### config.mk
export PLATFORM = sky130hd
export DESIGN_NAME = async_serial_channel
export DESIGN_NICKNAME = d
export VERILOG_FILES = /design/src/rtl/async_serial_channel.v
export VERILOG_INCLUDE_DIRS = /design/src /design/src/rtl
export SDC_FILE = /design/constraint.sdc
export NUM_CORES = 1
export LEC_CHECK = 0
export ABC_AREA = 0
export BUFFER_PORTS_ARGS = -buffer_cell sky130_fd_sc_hd__buf_4
export CORE_MARGIN = 2
export CORE_UTILIZATION = 57
export DETAILED_ROUTE_END_ITERATION = 10
export PLACE_DENSITY_LB_ADDON = 0.12
export SYNTH_ARGS = -nofsm -noshare
export SYNTH_HDL_FRONTEND = slang
export SYNTH_SLANG_ARGS = --single-unit
### constraint.sdc
create_clock -name clk_sys -period 5.3 [get_ports clk_sys]
set_input_delay 0.795 -clock clk_sys [delete_from_list [all_inputs] [get_ports clk_sys]]
set_output_delay 0.795 -clock clk_sys [all_outputs]
set_load 0.01 [all_outputs]
### src/rtl/async_serial_channel_regs.vh
// Register offsets, field positions, reset values and timing counts of the serial channel.
`ifndef ASYNC_SERIAL_CHANNEL_REGS_VH
`define ASYNC_SERIAL_CHANNEL_REGS_VH
// ****************************************
// Register offsets
// ****************************************
`define OFS_MODE_ZERO  4'h0
`define OFS_MODE_ONE   4'h1
`define OFS_MODE_TWO   4'h2
`define OFS_CLK_SEL    4'h3
`define OFS_CMD_STAT   4'h4
`define OFS_QUEUE      4'h5
`define OFS_INT_STAT   4'h6
`define OFS_LEVELS     4'h7
// ****************************************
// Field positions
// ****************************************
`define MR0_WDOG_EN    7
`define MR1_ERR_BLOCK  5
`define MR1_PMODE_HI   4
`define MR1_PMODE_LO   3
`define MR1_PTYPE      2
`define MR2_TWO_STOP   0
`define CSEL_RX_16X    0
`define CSEL_TX_16X    1
`define ISR_BRK_CHG    2
`define ISR_WDOG       3
// ****************************************
// Parity modes and commands
// ****************************************
`define PM_WITH        2'h0
`define PM_FORCE       2'h1
`define PM_NONE        2'h2
`define PM_WAKEUP      2'h3
`define CMD_RX_EN      4'h1
`define CMD_RX_DIS     4'h2
`define CMD_TX_EN      4'h3
`define CMD_TX_DIS     4'h4
`define CMD_RX_RST     4'h5
`define CMD_TX_RST     4'h6
`define CMD_ERR_RST    4'h7
`define CMD_BRK_CLR    4'h8
`define CMD_BRK_START  4'h9
`define CMD_BRK_STOP   4'hA
`define CMD_WDOG_CLR   4'hB
// ****************************************
// Reset values and timing counts
// ****************************************
`define RST_MODE       8'h00
`define RST_CLK_SEL    8'h03
`define DIV_MID        4'h7
`define DIV_LAST       4'hF
`define WDOG_BIT_TIMES 7'h40
`define BRK_END_EDGES  2'h2
`endif

### src/rtl/async_serial_channel.v
// One full-duplex asynchronous serial channel with eight-deep queues.
//
// Added by the designer: the plain strobed port and the register offsets.
`include "async_serial_channel_regs.vh"
module async_serial_channel #(
  parameter QUEUE_AW = 3
) (
  input  wire       clk_sys,
  input  wire       reset_n,
  input  wire       clk_en,
  input  wire [3:0] reg_addr,
  input  wire [7:0] reg_wr_data,
  input  wire       reg_wr_stb,
  input  wire       reg_rd_stb,
  output reg  [7:0] reg_rd_data,
  input  wire       tx_bit_clock,
  input  wire       rx_bit_clock,
  input  wire       rx_serial_in,
  output reg        tx_serial_out,
  output reg  [2:0] tx_free_level,
  output reg  [2:0] rx_fill_level
);
  localparam DEPTH = 1 << QUEUE_AW;
  localparam [QUEUE_AW:0] FULL_CNT = DEPTH;
  localparam [2:0] T_IDLE = 3'h0, T_DATA = 3'h1, T_STOP = 3'h2;
  localparam [2:0] R_HUNT = 3'h0, R_VALID = 3'h1, R_BITS = 3'h2, R_LOADW = 3'h3;
  localparam [2:0] R_BRK = 3'h4;
  // ****************************************
  // Reset release and pin synchronisers
  // ****************************************
  reg rst_a_r, rst_b_r;
  wire rst_n = rst_b_r;
  // Reset is applied at once and released through two flip-flops.
  always @(posedge clk_sys or negedge reset_n) begin
    if (!reset_n) begin
      rst_a_r <= 1'b0;
      rst_b_r <= 1'b0;
    end else begin
      rst_a_r <= 1'b1;
      rst_b_r <= rst_a_r;
    end
  end
  // Bits: 0 transmit clock, 1 receive clock, 2 receive data.
  reg [2:0] s1_r, s2_r, s3_r, pin_r, pin_q_r;
  wire [2:0] agree = ~(s2_r ^ s3_r);
  wire [2:0] rise = pin_r & ~pin_q_r;
  wire [2:0] fall = ~pin_r & pin_q_r;
  // A pin level is taken once the second and third stages agree.
  always @(posedge clk_sys or negedge rst_n) begin
    if (!rst_n) begin
      s1_r <= 3'h7;
      s2_r <= 3'h7;
      s3_r <= 3'h7;
      pin_r <= 3'h7;
      pin_q_r <= 3'h7;
    end else if (clk_en) begin
      s1_r <= {rx_serial_in, rx_bit_clock, tx_bit_clock};
      s2_r <= s1_r;
      s3_r <= s2_r;
      pin_r <= (pin_r & ~agree) | (s3_r & agree);
      pin_q_r <= pin_r;
    end
  end
  wire rxd = pin_r[2];
  // ****************************************
  // Registers and commands
  // ****************************************
  reg [7:0] mr0_r, mr1_r, mr2_r, csel_r;
  reg tx_en_r, rx_en_r, brk_r;
  wire cmd_wr = reg_wr_stb & (reg_addr == `OFS_CMD_STAT);
  wire [3:0] cmd = reg_wr_data[3:0];
  wire cmd_rx_rst = cmd_wr & (cmd == `CMD_RX_RST);
  wire cmd_tx_rst = cmd_wr & (cmd == `CMD_TX_RST);
  wire cmd_err_rst = cmd_wr & (cmd == `CMD_ERR_RST);
  wire [1:0] pmode = mr1_r[`MR1_PMODE_HI:`MR1_PMODE_LO];
  wire wakeup = (pmode == `PM_WAKEUP);
  wire [3:0] clen = 4'h5 + {2'h0, mr1_r[1:0]};
  wire rx16 = csel_r[`CSEL_RX_16X];
  wire tx16 = csel_r[`CSEL_TX_16X];
  // Mode, clock select, enables and the break request.
  always @(posedge clk_sys or negedge rst_n) begin
    if (!rst_n) begin
      mr0_r <= `RST_MODE;
      mr1_r <= `RST_MODE;
      mr2_r <= `RST_MODE;
      csel_r <= `RST_CLK_SEL;
      tx_en_r <= 1'b0;
      rx_en_r <= 1'b0;
      brk_r <= 1'b0;
    end else if (clk_en) begin
      if (reg_wr_stb & (reg_addr == `OFS_MODE_ZERO)) mr0_r <= reg_wr_data;
      if (reg_wr_stb & (reg_addr == `OFS_MODE_ONE)) mr1_r <= reg_wr_data;
      if (reg_wr_stb & (reg_addr == `OFS_MODE_TWO)) mr2_r <= reg_wr_data;
      if (reg_wr_stb & (reg_addr == `OFS_CLK_SEL)) csel_r <= reg_wr_data;
      if (cmd_wr) begin
        case (cmd)
          `CMD_RX_EN: rx_en_r <= 1'b1;
          `CMD_RX_DIS, `CMD_RX_RST: rx_en_r <= 1'b0;
          `CMD_TX_EN: tx_en_r <= 1'b1;
          `CMD_TX_DIS: tx_en_r <= 1'b0;
          `CMD_TX_RST: begin
            tx_en_r <= 1'b0;
            brk_r <= 1'b0;
          end
          `CMD_BRK_START: brk_r <= 1'b1;
          `CMD_BRK_STOP: brk_r <= 1'b0;
          default: ;
        endcase
      end
    end
  end
  // ****************************************
  // Transmit queue and serialiser
  // ****************************************
  reg [7:0] txq [0:DEPTH-1];
  reg [QUEUE_AW-1:0] twp_r, trp_r;
  reg [QUEUE_AW:0] tcnt_r;
  reg [2:0] tst_r;
  reg [3:0] tdiv_r, tleft_r;
  reg [1:0] tstop_r;
  reg [7:0] tsh_r;
  reg txo_r, tpar_r;
  wire tq_push = reg_wr_stb & (reg_addr == `OFS_QUEUE) & tx_en_r & (tcnt_r != FULL_CNT);
  wire tx_tick = tx16 ? (rise[0] & (tdiv_r == `DIV_LAST)) : rise[0];
  wire tx_begin = tx_tick & (tcnt_r != 0) & ((tst_r == T_IDLE) |
                  ((tst_r == T_STOP) & (tstop_r == 2'h0)));
  wire tx_empty = (tst_r == T_IDLE) & (tcnt_r == 0);
  wire [7:0] tx_head = txq[trp_r] & (8'hFF >> (4'h8 - clen));
  wire [1:0] nstop = mr2_r[`MR2_TWO_STOP] ? 2'h2 : 2'h1;
  // Queue storage; the serialiser pops as it starts a character.
  always @(posedge clk_sys) begin
    if (clk_en & tq_push) txq[twp_r] <= reg_wr_data;
  end
  always @(posedge clk_sys or negedge rst_n) begin
    if (!rst_n) begin
      twp_r <= {QUEUE_AW{1'b0}};
      trp_r <= {QUEUE_AW{1'b0}};
      tcnt_r <= {(QUEUE_AW+1){1'b0}};
    end else if (clk_en) begin
      if (cmd_tx_rst) begin
        twp_r <= {QUEUE_AW{1'b0}};
        trp_r <= {QUEUE_AW{1'b0}};
        tcnt_r <= {(QUEUE_AW+1){1'b0}};
      end else begin
        if (tq_push) twp_r <= twp_r + 1'b1;
        if (tx_begin) trp_r <= trp_r + 1'b1;
        tcnt_r <= tcnt_r + {{QUEUE_AW{1'b0}}, tq_push} - {{QUEUE_AW{1'b0}}, tx_begin};
      end
    end
  end
  // Frame sequencer driven by the transmit bit clock.
  always @(posedge clk_sys or negedge rst_n) begin
    if (!rst_n) begin
      tst_r <= T_IDLE;
      tdiv_r <= 4'h0;
      tleft_r <= 4'h0;
      tstop_r <= 2'h0;
      tsh_r <= 8'h00;
      tpar_r <= 1'b0;
      txo_r <= 1'b1;
    end else if (clk_en) begin
      if (cmd_tx_rst) begin
        tst_r <= T_IDLE;
        txo_r <= 1'b1;
      end else begin
        if (tq_push & tx_empty & tx16) tdiv_r <= `DIV_LAST;
        else if (rise[0]) tdiv_r <= tdiv_r + 4'h1;
        if (tx_begin) begin
          txo_r <= 1'b0;
          tsh_r <= tx_head;
          tleft_r <= clen;
          tpar_r <= (pmode == `PM_WITH) ? (^tx_head ^ mr1_r[`MR1_PTYPE])
                                        : mr1_r[`MR1_PTYPE];
          tst_r <= T_DATA;
        end else if (tx_tick) begin
          case (tst_r)
            T_DATA: begin
              if (tleft_r != 4'h0) begin
                txo_r <= tsh_r[0];
                tsh_r <= {1'b0, tsh_r[7:1]};
                tleft_r <= tleft_r - 4'h1;
              end else if (pmode != `PM_NONE) begin
                txo_r <= tpar_r;
                tstop_r <= nstop;
                tst_r <= T_STOP;
              end else begin
                txo_r <= 1'b1;
                tstop_r <= nstop - 2'h1;
                tst_r <= T_STOP;
              end
            end
            T_STOP: begin
              txo_r <= 1'b1;
              if (tstop_r != 2'h0) tstop_r <= tstop_r - 2'h1;
              else tst_r <= T_IDLE;
            end
            default: txo_r <= 1'b1;
          endcase
        end
      end
    end
  end
  // ****************************************
  // Receive deframer
  // ****************************************
  reg [2:0] rst_st_r;
  reg [3:0] rdiv_r, ridx_r;
  reg [7:0] rdat_r;
  reg rpar_r, rfall_r, ovr_r, hold_v_r;
  reg [10:0] ent_r, hold_r;
  reg [1:0] brk_hi_r;
  reg brk_chg_r, wdog_r;
  reg [QUEUE_AW:0] rcnt_r;
  wire rq_full = (rcnt_r == FULL_CNT);
  wire has_par = (pmode != `PM_NONE);
  wire [3:0] nframe = clen + {3'h0, has_par};
  wire samp = rx16 ? (rise[1] & (rdiv_r == `DIV_MID)) : rise[1];
  wire ld_ev = rx16 ? (rise[1] & (rdiv_r == `DIV_LAST)) : (rise[1] & rfall_r);
  wire rx_on = rx_en_r | wakeup;
  wire start_ok = ((rst_st_r == R_VALID) & samp & ~rxd) |
                  ((rst_st_r == R_HUNT) & ~rx16 & rx_on & rise[1] & ~rxd);
  wire keep = ~(wakeup & ~rx_en_r & ~ent_r[8]);
  wire rq_load = (rst_st_r == R_LOADW) & ld_ev & keep & ~rq_full;
  wire rq_drain = hold_v_r & ~rq_full & ~((rst_st_r == R_LOADW) & ld_ev);
  wire rq_push = rq_load | rq_drain;
  wire rq_pop = reg_rd_stb & (reg_addr == `OFS_QUEUE) & (rcnt_r != 0);
  wire last_bit = (ridx_r == nframe);
  wire rpe = (pmode == `PM_WITH) ? (^rdat_r ^ rpar_r ^ mr1_r[`MR1_PTYPE]) :
             (pmode == `PM_FORCE) ? (rpar_r ^ mr1_r[`MR1_PTYPE]) :
             (pmode == `PM_WAKEUP) ? rpar_r : 1'b0;
  wire all_low = (rdat_r == 8'h00) & ~(has_par & rpar_r) & ~rxd;
  // Hunt, validate, shift, load and break tracking.
  always @(posedge clk_sys or negedge rst_n) begin
    if (!rst_n) begin
      rst_st_r <= R_HUNT;
      rdiv_r <= 4'h0;
      ridx_r <= 4'h0;
      rdat_r <= 8'h00;
      rpar_r <= 1'b0;
      rfall_r <= 1'b0;
      ent_r <= 11'h000;
      brk_hi_r <= 2'h0;
    end else if (clk_en) begin
      if (cmd_rx_rst) begin
        rst_st_r <= R_HUNT;
      end else begin
        if (rst_st_r == R_HUNT & rx16 & rx_on & fall[2]) rdiv_r <= 4'h0;
        else if (rise[1]) rdiv_r <= rdiv_r + 4'h1;
        if (start_ok) begin
          rst_st_r <= R_BITS;
          ridx_r <= 4'h0;
          rdat_r <= 8'h00;
        end else begin
          case (rst_st_r)
            R_HUNT: if (rx16 & rx_on & fall[2]) rst_st_r <= R_VALID;
            R_VALID: if (samp) rst_st_r <= R_HUNT;
            R_BITS: if (samp) begin
              ridx_r <= ridx_r + 4'h1;
              if (ridx_r < clen) rdat_r[ridx_r[2:0]] <= rxd;
              else if (!last_bit) rpar_r <= rxd;
              else begin
                ent_r <= {all_low, ~rxd, rpe & ~all_low, all_low ? 8'h00 : rdat_r};
                rfall_r <= 1'b0;
                rst_st_r <= R_LOADW;
              end
            end
            R_LOADW: begin
              if (fall[1]) rfall_r <= 1'b1;
              if (ld_ev) begin
                if (ent_r[10]) rst_st_r <= R_BRK;
                else if (rx16 & ent_r[9] & (ent_r[7:0] != 8'h00) & ~rxd) begin
                  rst_st_r <= R_VALID;
                  rdiv_r <= 4'h0;
                end else rst_st_r <= R_HUNT;
              end
              brk_hi_r <= 2'h0;
            end
            R_BRK: begin
              brk_hi_r <= rxd ? brk_hi_r + 2'h1 : 2'h0;
              if (rxd & (brk_hi_r + 2'h1 == `BRK_END_EDGES)) rst_st_r <= R_HUNT;
            end
            default: rst_st_r <= R_HUNT;
          endcase
        end
      end
    end
  end
  // ****************************************
  // Receive queue, hold register and status
  // ****************************************
  reg [10:0] rxq [0:DEPTH-1];
  reg [QUEUE_AW-1:0] rwp_r, rrp_r;
  reg [2:0] acc_r;
  reg [6:0] wd_r;
  wire [10:0] rq_in = rq_load ? ent_r : hold_r;
  wire [2:0] head_st = (rcnt_r != 0) ? rxq[rrp_r][10:8] : 3'h0;
  wire [2:0] err_st = mr1_r[`MR1_ERR_BLOCK] ? acc_r : head_st;
  wire brk_end = (rst_st_r == R_BRK) & rxd & (brk_hi_r + 2'h1 == `BRK_END_EDGES);
  wire brk_start = (rst_st_r == R_LOADW) & ld_ev & ent_r[10];
  wire rx_1x = rx16 ? (rise[1] & (rdiv_r == `DIV_LAST)) : rise[1];
  wire wd_hit = rx_1x & (wd_r == `WDOG_BIT_TIMES - 7'h1);
  wire isr_wr = cmd_wr & ((cmd == `CMD_BRK_CLR) | (cmd == `CMD_WDOG_CLR));
  wire [7:0] stat = {err_st, ovr_r, tx_empty, tcnt_r != FULL_CNT, rq_full, rcnt_r != 0};
  // Free transmit slots; an empty queue reports 7, otherwise the low three bits are reported.
  wire [QUEUE_AW:0] tfree = FULL_CNT - tcnt_r;
  // Character and its three status bits enter the queue together.
  always @(posedge clk_sys) begin
    if (clk_en & rq_push & ~cmd_rx_rst) rxq[rwp_r] <= rq_in;
  end
  always @(posedge clk_sys or negedge rst_n) begin
    if (!rst_n) begin
      rwp_r <= {QUEUE_AW{1'b0}};
      rrp_r <= {QUEUE_AW{1'b0}};
      rcnt_r <= {(QUEUE_AW+1){1'b0}};
      hold_r <= 11'h000;
      hold_v_r <= 1'b0;
      ovr_r <= 1'b0;
      acc_r <= 3'h0;
      wd_r <= 7'h00;
      brk_chg_r <= 1'b0;
      wdog_r <= 1'b0;
    end else if (clk_en) begin
      if (cmd_rx_rst) begin
        rwp_r <= {QUEUE_AW{1'b0}};
        rrp_r <= {QUEUE_AW{1'b0}};
        rcnt_r <= {(QUEUE_AW+1){1'b0}};
        hold_v_r <= 1'b0;
      end else begin
        if (rq_push) rwp_r <= rwp_r + 1'b1;
        if (rq_pop) rrp_r <= rrp_r + 1'b1;
        rcnt_r <= rcnt_r + {{QUEUE_AW{1'b0}}, rq_push} - {{QUEUE_AW{1'b0}}, rq_pop};
        // A full queue parks the character; a new start bit discards it.
        if ((rst_st_r == R_LOADW) & ld_ev & keep & rq_full) begin
          hold_r <= ent_r;
          hold_v_r <= 1'b1;
        end else if (rq_drain | start_ok) hold_v_r <= 1'b0;
      end
      // Overrun and block status: a new event wins over the reset command.
      ovr_r <= (start_ok & hold_v_r & ~cmd_rx_rst) | (ovr_r & ~cmd_err_rst);
      acc_r <= head_st | (cmd_err_rst ? 3'h0 : acc_r);
      // Watchdog restarts on any receive queue push or pop and stops once expired.
      if (rq_push | rq_pop) wd_r <= 7'h00;
      else if (rx_1x & (wd_r != `WDOG_BIT_TIMES)) wd_r <= wd_r + 7'h01;
      brk_chg_r <= brk_start | brk_end | (brk_chg_r & ~(isr_wr & (cmd == `CMD_BRK_CLR)));
      wdog_r <= (wd_hit & mr0_r[`MR0_WDOG_EN] & ~(rq_push | rq_pop)) |
                (wdog_r & ~(isr_wr & (cmd == `CMD_WDOG_CLR)));
    end
  end
  // ****************************************
  // Read port and outputs
  // ****************************************
  // Read data stands only in the cycle after the strobe.
  always @(posedge clk_sys or negedge rst_n) begin
    if (!rst_n) begin
      reg_rd_data <= 8'h00;
      tx_serial_out <= 1'b1;
      tx_free_level <= 3'h7;
      rx_fill_level <= 3'h0;
    end else if (clk_en) begin
      reg_rd_data <= 8'h00;
      if (reg_rd_stb) begin
        case (reg_addr)
          `OFS_MODE_ZERO: reg_rd_data <= mr0_r;
          `OFS_MODE_ONE: reg_rd_data <= mr1_r;
          `OFS_MODE_TWO: reg_rd_data <= mr2_r;
          `OFS_CLK_SEL: reg_rd_data <= csel_r;
          `OFS_CMD_STAT: reg_rd_data <= stat;
          `OFS_QUEUE: reg_rd_data <= (rcnt_r != 0) ? rxq[rrp_r][7:0] : 8'h00;
          `OFS_INT_STAT: reg_rd_data <= {4'h0, wdog_r, brk_chg_r, 2'h0};
          `OFS_LEVELS: reg_rd_data <= {1'b0, tx_free_level, 1'b0, rx_fill_level};
          default: reg_rd_data <= 8'h00;
        endcase
      end
      tx_serial_out <= brk_r ? 1'b0 : txo_r;
      tx_free_level <= (tcnt_r == 0) ? 3'h7 : tfree[2:0];
      rx_fill_level <= rq_full ? 3'h7 : rcnt_r[2:0];
    end
  end
endmodule

Word level (Yosys, flattened, before mapping)
Memory sizes are Yosys's and may differ from the RTL's.
Cells that the tools add are included.
- word-level logic and storage cells: 408
- memories kept: 2
- output and inout bits: 15
- register bits after elaboration: 169
- memory bits (writable): 152
- add/subtract/negate cells: 20
- mux-type cells: 104
- reduce and logical (&&, ||, !) cells: 67
- eq/ne operators: 51
- bitwise logic cells: 114
- shift-type cells: 1
- $lt $le $gt $ge: 3
- memories (memory ; depth ; width ; rd ports ; clocked after memory_dff ; wr ports ; RTL line ; RTL):
    rxq ; 8 ; 11 ; 1 ; 0 ; 1 ; async_serial_channel.v:291 ; reg [10:0] rxq [0:DEPTH-1];
    txq ; 8 ; 8 ; 1 ; 0 ; 1 ; async_serial_channel.v:115 ; reg [7:0] txq [0:DEPTH-1];
- operators with widths (kind ; number):
    $mux 8 ; 11
    $mux 3 ; 28
    $mux 4 ; 18
    $and 1x1->1 ; 68
    $pmux 8 s8 ; 1
    $reduce_bool 2->1 ; 19
    $eq 4x3->1 const B ; 9
    $ne 4x4->1 const B ; 9
    $eq 4x4->1 const B ; 7
    $mux 1 ; 28
    $reduce_and 2->1 ; 12
    $reduce_and 7->1 ; 3
    $not 1->1 ; 19
    $reduce_and 3->1 ; 6
    $eq 4x2->1 const B ; 4
    $reduce_and 8->1 ; 2
    $reduce_bool 4->1 ; 4
    $reduce_xor 8->1 ; 2
    $pmux 3 s5 ; 1
    $reduce_and 5->1 ; 3
    $mux 7 ; 2
    $add 3x1->3 const B ; 4
    $add 4x1->4 ; 3
    $add 4x1->4 const B ; 3
    49 further kinds ; 94

Depth between registers and ports, before layout
- word-level depth: 12
- gate-level depth with buffers: 15
- depth with buffers taken out: 14

Worst setup path before layout
No wires, ideal clock.
- path kind: register to register
- start point: register csel_r[0]
- end point: memory rxq[6][0] (enable)
- clock period less this slack: 3.275 ns
- slack: 2.025 ns
- cell stages (with the launch flop): 8
- required time: 4.892 ns
- data arrival time: 2.867 ns
- buffers on the path: 1
- library setup time: 0.408 ns
- cell sequence: dfstp_2 > buf_2 > nor2_1 > a2111oi_2 > o31ai_1 > a21oi_1 > inv_2 > nor4_1
- cells in the longest elaborated chain, start to end: 9
- elaborated cells on any way between the ends: 11
- those cells by class: mux (3); bitwise (8)
- RTL lines (item ; RTL line ; RTL):
    start, declared ; async_serial_channel.v:68 ; reg [7:0] mr0_r, mr1_r, mr2_r, csel_r;
    start signal, assigned ; async_serial_channel.v:86 ; csel_r <= `RST_CLK_SEL;
    start signal, assigned ; async_serial_channel.v:94 ; if (reg_wr_stb & (reg_addr == `OFS_CLK_SEL)) csel_r <= reg_wr_data;
    $mux 1 (*) ; async_serial_channel.v:218 ; wire ld_ev = rx16 ? (rise[1] & (rdiv_r == `DIV_LAST)) : (rise[1] & rfall_r);
    $and 1x1->1 (*) ; async_serial_channel.v:223, async_serial_channel.v:224 ;
    $and 1x1->1 / $not 1->1 (equally long branches) ; async_serial_channel.v:223, async_serial_channel.v:224 ;
    $and 1x1->1, on equally long branches ; async_serial_channel.v:223, async_serial_channel.v:224 ;
    $or 1x1->1 (*) ; async_serial_channel.v:225 ; wire rq_push = rq_load | rq_drain;
    $and 1x1->1 (*) (2 in series) ; async_serial_channel.v:308 ; if (clk_en & rq_push & ~cmd_rx_rst) rxq[rwp_r] <= rq_in;
    $mux 1 (*) ; async_serial_channel.v:308 ;
    $mux 1 (not written as such) (*) ; async_serial_channel.v:308 ;
    end, declared ; async_serial_channel.v:291 ;
Mark *: on every way between the ends. The rest lies on a longest branch, timed or not.

Final worst setup path
- start point: register rdiv_r[0]
- end point: memory rxq[5][2] (enable)
- cells in the longest elaborated chain, start to end: 11
- elaborated cells on any way between the ends: 13
- those cells by class: eq/ne (1); mux (3); bitwise (9)
- RTL lines (item ; RTL line ; RTL):
    start, declared ; async_serial_channel.v:207 ; reg [3:0] rdiv_r, ridx_r;
    start signal, assigned ; async_serial_channel.v:248 ; else if (rise[1]) rdiv_r <= rdiv_r + 4'h1;
    $eq 4x4->1 (no source line) (*) ; - ;
    $and 1x1->1 (*) ; async_serial_channel.v:218 ;
    $mux 1 (*) ; async_serial_channel.v:218 ;
    $and 1x1->1 (*) ; async_serial_channel.v:223, async_serial_channel.v:224 ;
    $and 1x1->1 / $not 1->1 (equally long branches) ; async_serial_channel.v:223, async_serial_channel.v:224 ;
    $and 1x1->1, on equally long branches ; async_serial_channel.v:223, async_serial_channel.v:224 ;
    $or 1x1->1 (*) ; async_serial_channel.v:225 ;
    $and 1x1->1 (*) (2 in series) ; async_serial_channel.v:308 ;
    $mux 1 (*) ; async_serial_channel.v:308 ;
    $mux 1 (not written as such) (*) ; async_serial_channel.v:308 ;
Marks and branches as above.

==> results.cfg <==
[place]
io_buffer_count = 34
gp_congestion = 0.8792
dpl.hpwl_um = 22720
place_ws_ns = 1.550

[timing]
skew_ns = 0.01421
hold_viol = 0
relSlewSlack = 0.1469
tns_ns = 0
worst_slew_pin_slew_ns = 1.277
max_freq_ghz = 0.2612
finalCriticalPeriod_ns = 3.828
finalWorstSetupSlack_ns = 1.472
rsz0062_at_grt = no
timing.final.crit_share = 0.7222
setup_viol = 0
slew_violations = 0

[pwr]
swShare = 0.3012
ir_drop_mv = 0.3190
power.internal_mw = 5.493
powerDensity_nw_per_um2 = 462.6
power_mw = 7.861
clkPwrFrac = 0.336
power_frac_seq = 0.426
p_sw_mw = 2.368
combinationalPowerShare = 0.238
p_leak_nw = 6.612

[global_route]
grt.overflow.total = 0
antenna_found_initial = 0
grt_pass1_wl_um = 52600
grt_start_max_net_pins = 88
grt_pass1_vias = 9410
grt_usage = 0.2429

[cells_and_area]
final_nets = 1288
regArea_um2 = 8800
syn_to_final_growth_pct = 11.84
num-fill-cells = 1981
drive_above_1_share = 0.1860
n_antenna_cell = 0
multi_input_area_um2 = 5948

[yosys]
syn-instance-count = 1196
synth.most_common_cell = edfxtp_1
synth_edf_count = 152
synth_cell_types = 72
synth_compound_area_frac = 0.09477
async_reset_ff_frac = 0.5250
synth_xor_area_frac = 0.02421
yosysTopAreaCellShare = 0.3004
syn_area_um2 = 15200
synth_flop_cell = edfxtp_1
synth_top_family_by_area = multiplexers
synth_adder_area_share = 0.03606
yosysWarnings = 0
syn_avg_cell_area_um2 = 12.71
synth_common_cells = edfxtp_1, dfrtp_1, nand2_1
yosysTopAreaCell = edfxtp_1
ys_seq_elements = 320
synth-simple-area-share = 0.1015
synth_fp_nets = 1258
synthTopCellsByArea = edfxtp_1, dfrtp_1, mux4_2
seq_area_frac_synth = 0.5788
synth.mux.area_fraction = 0.1336

[clock_tree]
clockBufferDepth = 3
clock_sinks = 320
clkTransAtPathRegs_ns = 0.06
post-cts-setup-buffer-count = 0
tritoncts = done
root_buffer = clkbuf_16
ctsResizeCount = 0
htreeDepth = 2
ctsHoldBuffers = 0
clk-insertion-delay-late_ns = 0.52
cts_made_buffers = 35

[drt]
drc_errors = 2
drt-pass1-iter-count = 8
wl_um = 33210
drt_iter0_drc = 843
ant_nets = 0
num_vias = 9577
viasPerCell = 6.031
wl_per_cell_um = 20.91

[floorplanning]
core.rowCount = 59
die_x_um = 167.3
core_area_um2 = 26130
die_area_um2 = 27980
dieHeight_um = 167.3
start_util = 0.5815
num_io_pins = 35

[critical_path]
crit_required_ns = 5.53
r2r_start = rdiv_r[0]
crit_fanout = 6
startpoint = rdiv_r[0]
worst-endpoint-arrival_ns = 4.05
crit_path_start_kind = flop
reg2reg_slack_ns = 1.47
critical_path_class = flop to flop
endpoint_kind = flop

[run]
drv_cap = 0

[status]
status = finished, violations left
violations = DRC

[min_path]
hp-class = primary input to asynchronous set/reset pin
final cells by class:
cell class / count / area share
clock buffers: 45 / 0.05617
multi-input cells: 766 / 0.3500
repair buffers: 45 / 0.02061
clock inverters: 19 / 0.01796
inverters: 58 / 0.01281
flip-flops and latches: 320 / 0.5178
well taps: 335 / 0.02466
cell usage in the layout (no fill, tap or decap), types with 13 or more instances in the layout:
cell       instances
mux4_2            40
inv_1             53
xor2_1            19
nor3_1            20
ha_1              39
dfrtp_1          145
xnor2_1           23
dfstp_2           22
o22ai_1           19
nand3_1           26
mux2i_1           25
nand2_1           93
buf_4             44
mux2_1            13
a21oi_1           55
o21ai_0           57
mux2_2            58
o21ai_1           22
a22o_1            19
clkbuf_16         36
edfxtp_1         152
nand2b_1          19
nor2_1            81
sequential cells by signal (all words and copies together), names as in the netlist, 8 cells and up, named ones only:
| register | flops |
|---|---|
| csel_r | 8 |
| ent_r | 11 |
| hold_r | 11 |
| mr0_r | 8 |
| mr1_r | 8 |
| mr2_r | 8 |
| rdat_r | 8 |
| reg_rd_data | 8 |
| rxq | 88 |
| tsh_r | 8 |
| txq | 64 |
routing by layer:
metal  part of all wire  vias up  track usage
li1                   -     4492            -
met1               0.43     4821       0.3232
met2               0.51      205       0.4157
met3              0.040       59      0.03616
met4              0.029        0      0.07788
met5                  0        -            0
through the flow:
step | hold WS, ns | utilization | instances | instance area (µm²)
after detailed placement | 0.3371 | 0.6021 | 1524 | 15740
after global routing | 0.03510 | 0.6503 | 1588 | 17000
after floorplan | 0.3312 | - | 1196 | 15200
final | 0.04908 | 0.6503 | 1588 | 17000
after global placement | 0.3372 | 0.6021 | 1524 | 15740
after CTS | 0.03920 | 0.6503 | 1588 | 17000
cells by family after synthesis:
| group | after synthesis |
|---|---|
| flops | 320 |
| buf+inv | 110 |
| compound gates | 230 |
| fa+ha+maj | 42 |
| xor+xnor | 42 |
| simple gates | 312 |
| other cells | 1 |
| mux | 139 |
critical path, cell delays in order (launching register included):
cell and delay [ns]:
dfrtp_1 0.38, ha_1 0.20, nand3_1 0.12, a2111oi_2 0.62, o31ai_1 0.20, a21oi_1 0.24, inv_2 0.11, nor2_1 0.19
nand2_1 0.15, nor3b_1 1.03, buf_4 0.31
power by group through the flow:
stage,combinational [mW],clock (mW),sequential [mW]
5_1_grt,2.10,2.80,3.40
6_report,1.87,2.64,3.35
2_1_floorplan,1.57,0,3.16
3_5_place_dp,1.87,0,3.39
4_1_cts,1.89,2.68,3.34
3_3_place_gp,1.84,0,3.38
worst paths after layout:
kind                            cells after the start   endpoint
worst max-delay path                               10  rxq[5][2]
worst min-delay path                                1    rst_b_r
worst max register to register                     10  rxq[5][2]
worst min register to register                      0    rst_b_r
max in group asynchronous                           1  ent_r[10]
min in group clk_sys                                0    rst_b_r
Note: power is estimated with default switching activity, not from simulation.
